[src/timer2_pkg.sv]
package timer2_pkg;

    ////////////////////////////////////////////////////////////////////////////
    // Special-function addresses
    localparam logic [7:0] CTRL_ADDR        = 8'hc8;
    localparam logic [7:0] RELOAD_LOW_ADDR  = 8'hca;
    localparam logic [7:0] RELOAD_HIGH_ADDR = 8'hcb;
    localparam logic [7:0] COUNT_LOW_ADDR   = 8'hcc;
    localparam logic [7:0] COUNT_HIGH_ADDR  = 8'hcd;

    ////////////////////////////////////////////////////////////////////////////
    // Control register field positions
    localparam int HIGH_FLAG_BIT   = 7;
    localparam int LOW_FLAG_BIT    = 6;
    localparam int LOW_IRQ_EN_BIT  = 5;
    localparam int CAPTURE_EN_BIT  = 4;
    localparam int SPLIT_BIT       = 3;
    localparam int RUN_BIT         = 2;
    localparam int UNUSED_BIT      = 1;
    localparam int EXT_CLK_SEL_BIT = 0;

    ////////////////////////////////////////////////////////////////////////////
    // Reset values and divider counts
    localparam logic [7:0] CTRL_RESET   = 8'h00;
    localparam logic [7:0] BYTE_RESET   = 8'h00;
    localparam logic [7:0] BYTE_MAX     = 8'hff;
    localparam logic [3:0] SYS_DIV      = 4'hc;
    localparam logic [2:0] EXT_DIV_LAST = 3'h7;

    ////////////////////////////////////////////////////////////////////////////
    // Carriers
    typedef struct packed {
        logic       wr;
        logic       rd;
        logic [7:0] addr;
        logic [7:0] wdata;
    } sfr_req_s;

    typedef struct packed {
        logic       wr;
        logic [7:0] addr;
        logic       value;
    } bit_req_s;

    typedef struct packed {
        logic high_byte_overflow_flag;
        logic low_byte_overflow_flag;
        logic low_byte_irq_enable;
        logic slow_osc_capture_enable;
        logic split_mode_select;
        logic run_control;
        logic unused;
        logic external_clock_select;
    } timer_two_control_reg_s;

endpackage

[src/pin_edge_sync.sv]
`timescale 1ns/1ps
module pin_edge_sync
    import timer2_pkg::*;
(
    input  wire logic i_clock,
    input  wire logic i_srst,
    input  wire logic i_pin,
    output logic      o_rise,
    output logic      o_fall
);

    logic meta;
    logic stable;
    logic prev;

    // Two flops before anything looks at the pin
    always_ff @(posedge i_clock) begin
        if (i_srst) begin
            meta   <= 1'b0;
            stable <= 1'b0;
            prev   <= 1'b0;
        end else begin
            meta   <= i_pin;
            stable <= meta;
            prev   <= stable;
        end
    end

    always_ff @(posedge i_clock) begin
        if (i_srst) begin
            o_rise <= 1'b0;
            o_fall <= 1'b0;
        end else begin
            o_rise <= stable & ~prev;
            o_fall <= ~stable & prev;
        end
    end

endmodule

[src/timer2_control_logic.sv]
`timescale 1ns/1ps
// Notes on behaviour
// [RULE1] High byte rollover sets high overflow flag
// [RULE2] 16-bit wrap sets high overflow flag
// [RULE3] Enabled high flag raises interrupt request
// [RULE4] Flags cleared only by software writes
// [RULE5] Low byte rollover sets low flag always
// [RULE6] Low flag interrupts when low enable set
// [RULE7] Slow oscillator fall captures count into reload
// [RULE8] Split bit picks 16-bit or two 8-bit
// [RULE9] Run bit counts when one, holds otherwise
// [RULE10] Split mode: run gates only high byte
// [RULE11] Bit 1 reads zero, writes ignored
// [RULE12] External select: system_clock/12 or external/8
// [RULE13] Split: external select applies, byte overrides
// [RULE14] Control at 0xC8, bit-addressable, resets zero
// [RULE15] 16-bit wrap loads reload pair into count
// [RULE16] Capture event also sets high flag
// [RULE17] Byte clock select one picks undivided system_clock
// [RULE18] Hardware set beats same-cycle software clear
module timer2_control_logic
    import timer2_pkg::*;
(
    input  wire logic     i_clock,
    input  wire logic     i_srst,
    input  wire sfr_req_s i_sfr,
    input  wire bit_req_s i_bit,
    input  wire logic     i_timer_irq_enable,
    input  wire logic     i_high_byte_clock_select,
    input  wire logic     i_low_byte_clock_select,
    input  wire logic     i_ext_clock,
    input  wire logic     i_low_frequency_oscillator,
    output logic [7:0]    o_sfr_rdata,
    output logic          o_irq_request
);

    ////////////////////////////////////////////////////////////////////////////
    // Helpers

    function automatic logic sfr_hit(input sfr_req_s r, input logic [7:0] a);
        return r.wr && (r.addr == a);
    endfunction

    function automatic logic pick_tick(input logic sys_sel, input logic xclk,
                                       input logic sys12, input logic ext8);
        return sys_sel ? 1'b1 : (xclk ? ext8 : sys12);
    endfunction

    ////////////////////////////////////////////////////////////////////////////
    // State

    timer_two_control_reg_s ctrl;
    logic [7:0]             count_low;
    logic [7:0]             count_high;
    logic [7:0]             reload_low;
    logic [7:0]             reload_high;
    logic [3:0]             sys_div_count;
    logic [2:0]             ext_div_count;
    logic                   ext_rise;
    logic                   lfo_fall;
    logic [7:0]             next_ctrl;
    logic [15:0]            count_word;
    logic [15:0]            reload_word;

    assign count_word  = {count_high, count_low};
    assign reload_word = {reload_high, reload_low};

    ////////////////////////////////////////////////////////////////////////////
    // Pin synchronisers

    pin_edge_sync u_ext_sync (
        .i_clock (i_clock),
        .i_srst  (i_srst),
        .i_pin   (i_ext_clock),
        .o_rise  (ext_rise),
        .o_fall  ()
    );

    pin_edge_sync u_lfo_sync (
        .i_clock (i_clock),
        .i_srst  (i_srst),
        .i_pin   (i_low_frequency_oscillator),
        .o_rise  (),
        .o_fall  (lfo_fall)
    );

    ////////////////////////////////////////////////////////////////////////////
    // Clock sources

    logic sys_div_tick;
    logic ext_div_tick;
    logic low_tick;
    logic high_tick;

    assign sys_div_tick = (sys_div_count == SYS_DIV - 4'h1);
    assign ext_div_tick = ext_rise && (ext_div_count == EXT_DIV_LAST);

    always_ff @(posedge i_clock) begin
        if (i_srst || sys_div_tick) begin
            sys_div_count <= 4'h0;
        end else begin
            sys_div_count <= sys_div_count + 4'h1;  // [RULE12]
        end
    end

    // External edges only count once synchronised, so the pin rate must
    // stay well under half the system clock
    always_ff @(posedge i_clock) begin
        if (i_srst) begin
            ext_div_count <= 3'h0;
        end else if (ext_rise) begin
            ext_div_count <= ext_div_count + 3'h1;  // [RULE12]
        end
    end

    // [RULE13]
    assign low_tick  = pick_tick(i_low_byte_clock_select, ctrl.external_clock_select,
                                 sys_div_tick, ext_div_tick);  // [RULE17]
    assign high_tick = pick_tick(i_high_byte_clock_select, ctrl.external_clock_select,
                                 sys_div_tick, ext_div_tick);  // [RULE17]

    ////////////////////////////////////////////////////////////////////////////
    // Counting

    logic full_tick;
    logic lo_inc;
    logic hi_inc;
    logic low_wrap;
    logic high_wrap;
    logic full_wrap;
    logic capture;
    logic wr_count_low;
    logic wr_count_high;
    logic cnt_sw_wr;

    // In 16-bit mode the low byte clock select drives the whole counter
    assign full_tick = !ctrl.split_mode_select && ctrl.run_control && low_tick;  // [RULE9]
    assign lo_inc    = ctrl.split_mode_select ? low_tick : full_tick;  // [RULE10]
    assign hi_inc    = ctrl.split_mode_select ? (ctrl.run_control && high_tick)
                                              : (full_tick && count_low == BYTE_MAX);  // [RULE8]
    assign low_wrap  = lo_inc && (count_low == BYTE_MAX);
    assign high_wrap = hi_inc && (count_high == BYTE_MAX);  // [RULE1]
    assign full_wrap = !ctrl.split_mode_select && high_wrap;  // [RULE2]
    assign capture   = ctrl.slow_osc_capture_enable && lfo_fall;  // [RULE16]

    assign wr_count_low  = sfr_hit(i_sfr, COUNT_LOW_ADDR);
    assign wr_count_high = sfr_hit(i_sfr, COUNT_HIGH_ADDR);
    assign cnt_sw_wr     = wr_count_low || wr_count_high;

    // Software writes take precedence over a tick in the same cycle
    always_ff @(posedge i_clock) begin
        if (i_srst) begin
            count_low <= BYTE_RESET;
        end else if (wr_count_low) begin
            count_low <= i_sfr.wdata;
        end else if (ctrl.split_mode_select ? low_wrap : full_wrap) begin
            count_low <= reload_low;  // [RULE15]
        end else if (lo_inc) begin
            count_low <= count_low + 8'h01;
        end
    end

    always_ff @(posedge i_clock) begin
        if (i_srst) begin
            count_high <= BYTE_RESET;
        end else if (wr_count_high) begin
            count_high <= i_sfr.wdata;
        end else if (high_wrap) begin
            count_high <= reload_high;  // [RULE15]
        end else if (hi_inc) begin
            count_high <= count_high + 8'h01;
        end
    end

    // A capture beats a software write so no measurement is dropped
    always_ff @(posedge i_clock) begin
        if (i_srst) begin
            reload_low  <= BYTE_RESET;
            reload_high <= BYTE_RESET;
        end else if (capture) begin
            reload_low  <= count_low;  // [RULE7]
            reload_high <= count_high;
        end else begin
            if (sfr_hit(i_sfr, RELOAD_LOW_ADDR)) begin
                reload_low <= i_sfr.wdata;
            end
            if (sfr_hit(i_sfr, RELOAD_HIGH_ADDR)) begin
                reload_high <= i_sfr.wdata;
            end
        end
    end

    ////////////////////////////////////////////////////////////////////////////
    // Control register

    logic ctrl_sw_wr;
    logic bit_hit;

    assign bit_hit    = i_bit.wr && (i_bit.addr[7:3] == CTRL_ADDR[7:3]);
    assign ctrl_sw_wr = sfr_hit(i_sfr, CTRL_ADDR) || bit_hit;

    always_comb begin
        next_ctrl = ctrl;
        if (sfr_hit(i_sfr, CTRL_ADDR)) begin
            next_ctrl = i_sfr.wdata;
        end else if (bit_hit) begin
            next_ctrl[i_bit.addr[2:0]] = i_bit.value;  // [RULE14]
        end
        next_ctrl[UNUSED_BIT] = 1'b0;  // [RULE11]
        // OR-ing after the write lets a hardware set win over a clear
        next_ctrl[HIGH_FLAG_BIT] = next_ctrl[HIGH_FLAG_BIT] | high_wrap | capture;  // [RULE18]
        next_ctrl[LOW_FLAG_BIT]  = next_ctrl[LOW_FLAG_BIT] | low_wrap;  // [RULE5]
    end

    always_ff @(posedge i_clock) begin
        if (i_srst) begin
            ctrl <= timer_two_control_reg_s'(CTRL_RESET);  // [RULE14]
        end else begin
            ctrl <= timer_two_control_reg_s'(next_ctrl);  // [RULE4]
        end
    end

    ////////////////////////////////////////////////////////////////////////////
    // Read port and interrupt

    always_ff @(posedge i_clock) begin
        if (i_srst || !i_sfr.rd) begin
            o_sfr_rdata <= 8'h00;
        end else if (i_sfr.addr == CTRL_ADDR) begin
            o_sfr_rdata <= ctrl;
        end else if (i_sfr.addr == RELOAD_LOW_ADDR) begin
            o_sfr_rdata <= reload_low;
        end else if (i_sfr.addr == RELOAD_HIGH_ADDR) begin
            o_sfr_rdata <= reload_high;
        end else if (i_sfr.addr == COUNT_LOW_ADDR) begin
            o_sfr_rdata <= count_low;
        end else if (i_sfr.addr == COUNT_HIGH_ADDR) begin
            o_sfr_rdata <= count_high;
        end else begin
            o_sfr_rdata <= 8'h00;
        end
    end

    always_ff @(posedge i_clock) begin
        if (i_srst) begin
            o_irq_request <= 1'b0;
        end else begin
            o_irq_request <= i_timer_irq_enable &&  // [RULE3]
                (ctrl.high_byte_overflow_flag ||
                 (ctrl.low_byte_irq_enable && ctrl.low_byte_overflow_flag));  // [RULE6]
        end
    end
endmodule

[config.mk]
export PLATFORM = sky130hd
export DESIGN_NAME = timer2_control_logic
export DESIGN_NICKNAME = d
export VERILOG_FILES = /design/src/timer2_pkg.sv /design/src/pin_edge_sync.sv /design/src/timer2_control_logic.sv
export SDC_FILE = /design/constraint.sdc
export NUM_CORES = 1
export LEC_CHECK = 0
export ABC_AREA = 1
export ABC_CLOCK_PERIOD_IN_PS = 2700
export BUFFER_PORTS_ARGS = -buffer_cell sky130_fd_sc_hd__buf_2
export CAP_MARGIN = 20
export CORE_UTILIZATION = 62
export DETAILED_ROUTE_END_ITERATION = 10
export PLACE_DENSITY = 0.84
export SLEW_MARGIN = 0
export SYNTH_ARGS = -nofsm -noshare
export SYNTH_HDL_FRONTEND = slang
export SYNTH_HIERARCHICAL = 1
export SYNTH_SLANG_ARGS = --single-unit
[constraint.sdc]
create_clock -name i_clock -period 2.7 [get_ports i_clock]
set_clock_uncertainty 0.1 [all_clocks]
set_input_delay 0.135 -clock i_clock [delete_from_list [all_inputs] [get_ports i_clock]]
set_output_delay 0.135 -clock i_clock [all_outputs]
set_load 0.1 [all_outputs]
# Word level (Yosys, flattened, before mapping)
# Cells that the tools add are included.
[word_totals] in_bits=35 register_bits=64 out_inout_bits=9 elab_cells=101
[classes] n_reduce_logical=28 addsub=4 n_lt_le_gt_ge=2 bitwise=7 mux=26 n_eq_ne=10
[op_table] op="$mux 8" n=17
[op_table] op="$eq 8x8->1 const B" n=7
[op_table] op="$logic_and 1x1->1" n=18
[op_table] op="$add 8x1->8 const B" n=2
[op_table] op="$bwmux 8" n=1
[op_table] op="$mux 1" n=7
[op_table] op="$reduce_bool 2->1" n=3
[op_table] op="$reduce_bool 3->1" n=2
[op_table] op="$eq 5x5->1 const B" n=1
[op_table] op="$add 4x1->4 const B" n=1
[op_table] op="$eq 4x4->1 const B" n=1
[op_table] op="$lt 3x4->1 const B" n=1
[op_table] op="$add 3x1->3 const B" n=1
[op_table] op="$demux 1 s3" n=1
[op_table] op="$eq 3x3->1 const B" n=1
[op_table] op="$ge 3x1->1 const B" n=1
[op_table] op="$logic_or 1x1->1" n=3
[op_table] op="$or 1x1->1" n=3
[op_table] op="$and 1x1->1" n=2
[op_table] op="$logic_not 1->1" n=2
[op_table] op="$not 1->1" n=2

# Logic depth before layout (Yosys ltp)
[logic_depth] word_depth=12 ltp_mapped=12 depth_no_buf=12

# Hierarchy
# The synthesis kept the hierarchy.
[modules_own_cells] module="timer2_control_logic" cells_each=507 n_inst=1 area_per_inst_um2=3339.5 seq_area_each_um2=1101.1
[modules_own_cells] module="pin_edge_sync" cells_each=15 n_inst=2 area_per_inst_um2=140.1 seq_area_each_um2=100.1

# Least setup slack after synthesis
# Ideal clock, no wire load.
[synth_timing] kind="register to register" start="reg ext_div_count[0]" end="reg count_low[3]" arrival_time_ps=1478 setup_slack_ps=1000 path_buffers=1 setup_time_ps=122 path_stages_with_launch=10 period_less_slack_ps=1700 cell_sequence="dfxtp_1 ha_1 ha_1 nand3_1 nand3_1 o21ai_0 nand2_1 buf_2 o21ai_0 a21oi_2"
[synth_between] elab_chain_len=12 elab_cells_between_ends=17 cone_classes="eq/ne (1); mux (8); reduce/logical (8)"
[synth_lines] element="from (decl)" line_no="timer2_control_logic.sv:58" text="logic [2:0] ext_div_count;"
[synth_lines] element="from (signal assigned)" line_no="timer2_control_logic.sv:112" text="ext_div_count <= ext_div_count + 3'h1;"
[synth_lines] element="$eq 3x3->1 (*)" line_no="timer2_control_logic.sv:96" text="assign ext_div_tick = ext_rise && (ext_div_count == EXT_DIV_LAST);"
[synth_lines] element="$logic_and 1x1->1 (*)" line_no="timer2_control_logic.sv:96"
[synth_lines] element="$mux 1 (*)" line_no="timer2_control_logic.sv:46" text="return sys_sel ? 1'b1 : (xclk ? ext8 : sys12);"
[synth_lines] element="$mux 1" line_no="timer2_control_logic.sv:46"
[synth_lines] element="$logic_and 1x1->1" line_no="timer2_control_logic.sv:137" text="assign full_tick = !ctrl.split_mode_select && ctrl.run_control && low_tick;"
[synth_lines] element="$logic_and 1x1->1" line_no="timer2_control_logic.sv:140" text=": (full_tick && count_low == BYTE_MAX);"
[synth_lines] element="$mux 1" line_no="timer2_control_logic.sv:139" text="assign hi_inc = ctrl.split_mode_select ? (ctrl.run_control && high_tick)"
[synth_lines] element="$logic_and 1x1->1" line_no="timer2_control_logic.sv:142" text="assign high_wrap = hi_inc && (count_high == BYTE_MAX);"
[synth_lines] element="$logic_and 1x1->1" line_no="timer2_control_logic.sv:143" text="assign full_wrap = !ctrl.split_mode_select && high_wrap;"
[synth_lines] element="$mux 1" line_no="timer2_control_logic.sv:156" text="end else if (ctrl.split_mode_select ? low_wrap : full_wrap) begin"
[synth_lines] element="$mux 8" line_no="timer2_control_logic.sv:156"
[synth_lines] element="$mux 8" line_no="timer2_control_logic.sv:154" text="end else if (wr_count_low) begin"
[synth_lines] element="to (signal assigned)" line_no="timer2_control_logic.sv:155" text="count_low <= i_sfr.wdata;"
[synth_lines] element="to (signal assigned)" line_no="timer2_control_logic.sv:157" text="count_low <= reload_low;"
[synth_lines] element="to (signal assigned)" line_no="timer2_control_logic.sv:159" text="count_low <= count_low + 8'h01;"
[synth_lines] element="to (decl)" line_no="timer2_control_logic.sv:53" text="logic [7:0] count_low;"
# Every way passes the cells marked *; elsewhere a longest branch is shown, timed or not.
# A chain may end at the register's enable or synchronous reset.

# Final worst setup path
[layout_timing] start="reg ext_div_count[0]" end="reg count_low[2]"
# The elaborated chain is that of the path after synthesis.

==> impl_metrics.json <==
{
  "clk_pin_slew_ns": 0.07,
  "insertion_delay_ns": 0.35,
  "crit_path_end": "count_low[2]",
  "ios": 44,
  "die_area_mm2": 0.006063,
  "seq_area_mm2": 0.001261,
  "areaGrowthSynthToFinish_pct": 15.29,
  "startpoint_type": "flop",
  "antenna_found_initial": 0,
  "ctsLongestPathBuffers": 2,
  "crit_type": "flop to flop",
  "p_leak_nw": 1.766,
  "end_kind": "flop",
  "core_mm2": 0.005540,
  "die_x_um": 77.87,
  "status": "completed",
  "port_buffers": 43,
  "drt-total-wl_mm": 10.69,
  "finalSetupViolations": 0,
  "grt_max_degree": 38,
  "min_path_type": "primary input to flop",
  "syn-cell-area_mm2": 0.003568,
  "ir_worst_vdd_mv": 0.4195,
  "clock-sinks": 63,
  "layout-drive-gt1-share_pct": 17.12,
  "insertedDiodeCount": 0,
  "slew_headroom_pct": 66.99,
  "rsz0062_at_grt": "no",
  "finalSetupTns_ns": 0,
  "start_util_pct": 64.41,
  "grt_pass1_vias": 3494,
  "nFillCells": 470,
  "period_minus_slack_ns": 2.106,
  "grt_pass1_wl_mm": 17.18,
  "r2r_setup_slack_ns": 0.59,
  "cts_tree": "built",
  "period_share_pct": 78.00,
  "worst_pin_slew_ns": 0.4939,
  "final_hold_viol_count": 0,
  "cts_root_buf": "clkbuf_8",
  "grt_overflow": 0,
  "drt-pass1-iter-count": 6,
  "rows": 27,
  "syn_nets": 572,
  "place.gp.congestion": 1.010,
  "cp_max_fo": 11,
  "powerDensity_mw_per_mm2": 471.5,
  "max_cap_violations": 0,
  "synth.avg_cell_area_um2": 6.708,
  "post_drt_via_cell_ratio": 5.864,
  "startpoint": "ext_div_count[0]",
  "post_drt_wl_per_cell_um": 16.15,
  "drtIter0Drc": 515,
  "syn_inst": 532,
  "power_mw": 1.940,
  "vias": 3882,
  "drv_slew": 0,
  "track_usage_pct": 37.36,
  "critPathArrivalTime_ns": 2.29,
  "hp-start": "i_bit[0]",
  "multi_input_comb_area_mm2": 0.001987,
  "r2r-end": "count_low[2]",
  "die_h_um": 77.87,
  "cts_max_level": 3,
  "dp_hpwl_mm": 7.906,
  "ant_nets": 0,
  "num-nets-final": 625,
  "yosysWarnings": 6,
  "cts_buffers": 9,
  "drcViolationCount": 0,
  "required_ns": 2.89,
  "r2r_start": "ext_div_count[0]",
  "reg2reg_depth": 9,
  "fmaxAchievable_ghz": 0.4748
}
[final cells by class]
class / instances / area share (%)
clock buffer: 12 / 3.771
tap: 72 / 2.190
multi-input combinational: 384 / 48.30
inverter: 77 / 7.026
sequential: 63 / 30.66
timing repair buffer: 50 / 6.752
clock inverter: 4 / 1.308
[per-stage QoR]
step / utilization [%] / instance area (um2) / instances / hold slack (ns) / worst slack (ns)
finish: 74.25 / 4114 / 662 / 0.01706 / 0.5939
detailed placement: 69.76 / 3865 / 642 / 0.2465 / 0.6378
global placement: 69.76 / 3865 / 642 / 0.2354 / 0.7362
floorplan: - / 3568 / 532 / 0.1044 / 0.9999
CTS: 74.25 / 4114 / 662 / 0.01365 / 0.6202
global route: 74.25 / 4114 / 662 / 0.03428 / 0.4165
[registers in the layout (all words and copies together), names as in the netlist]
name / count
u_lfo_sync/meta: 1
ctrl: 7
sys_div_count: 4
count_low: 8
u_ext_sync/meta: 1
u_lfo_sync/prev: 1
u_lfo_sync/o_fall: 1
u_ext_sync/stable: 1
u_ext_sync/o_rise: 1
count_high: 8
u_lfo_sync/stable: 1
reload_high: 8
o_sfr_rdata: 8
reload_low: 8
o_irq_request: 1
ext_div_count: 3
u_ext_sync/prev: 1
[timing repair]
| item | in CTS | in global routing |
|---|---|---|
| hold endpoints to repair | 4 | 0 |
| setup buffers | 0 | 0 |
| hold buffers | 4 | 0 |
| resized for setup | 0 | 0 |
[how the worst min path moves through the flow]
| stage | to | slack [ns] | cells after the start |
|---|---|---|---|
| 2_1_floorplan | ctrl[0] | 0.10 | 1 |
| 3_3_place_gp | u_ext_sync/meta | 0.24 | 3 |
| 3_5_place_dp | u_ext_sync/meta | 0.25 | 3 |
| 4_1_cts | ctrl[3] | 0.01 | 3 |
| 5_1_grt | ctrl[3] | 0.03 | 3 |
| 6_report | ctrl[3] | 0.02 | 3 |
[placed cells by master, fill, tap and decap left out, drive strengths merged, types with 2 or more instances in the layout]
| cell type | instances |
|---|---|
| clkinvlp | 2 |
| o221ai | 3 |
| or2 | 3 |
| o211ai | 4 |
| buf | 46 |
| clkbuf | 12 |
| o22ai | 3 |
| dfxtp | 63 |
| nor2 | 79 |
| xor2 | 7 |
| ha | 5 |
| nand3 | 42 |
| inv | 76 |
| a31oi | 8 |
| nand4 | 8 |
| o21ai | 55 |
| clkinv | 2 |
| dlygate4sd3 | 4 |
| xnor2 | 3 |
| a21oi | 56 |
| nand2 | 99 |
| nor3 | 5 |
[worst max-delay path, stage by stage (launching register included)]
cell	delay, ns
dfxtp_1	0.33
ha_1	0.20
ha_1	0.17
nand3_1	0.11
nand3_1	0.18
o21ai_0	0.21
nand2_1	0.28
inv_1	0.23
a21oi_1	0.08
a21oi_1	0.15
[where the power goes]
part	internal, mW	leakage [nW]	switching [mW]
sequential	0.940	0.509	0.00725
clock	0.478	0.0988	0.389
combinational	0.0441	1.16	0.0807
total	1.46	1.77	0.477
[routing by layer]
layer	track usage (%)	routed length, um	share of wire [%]
met5	0	0	0
met4	18.68	385	3.6
met3	6.118	1024	9.6
met2	60.00	4799	45
met1	48.29	4484	42
No activity file was read; power rests on OpenSTA's default activity.
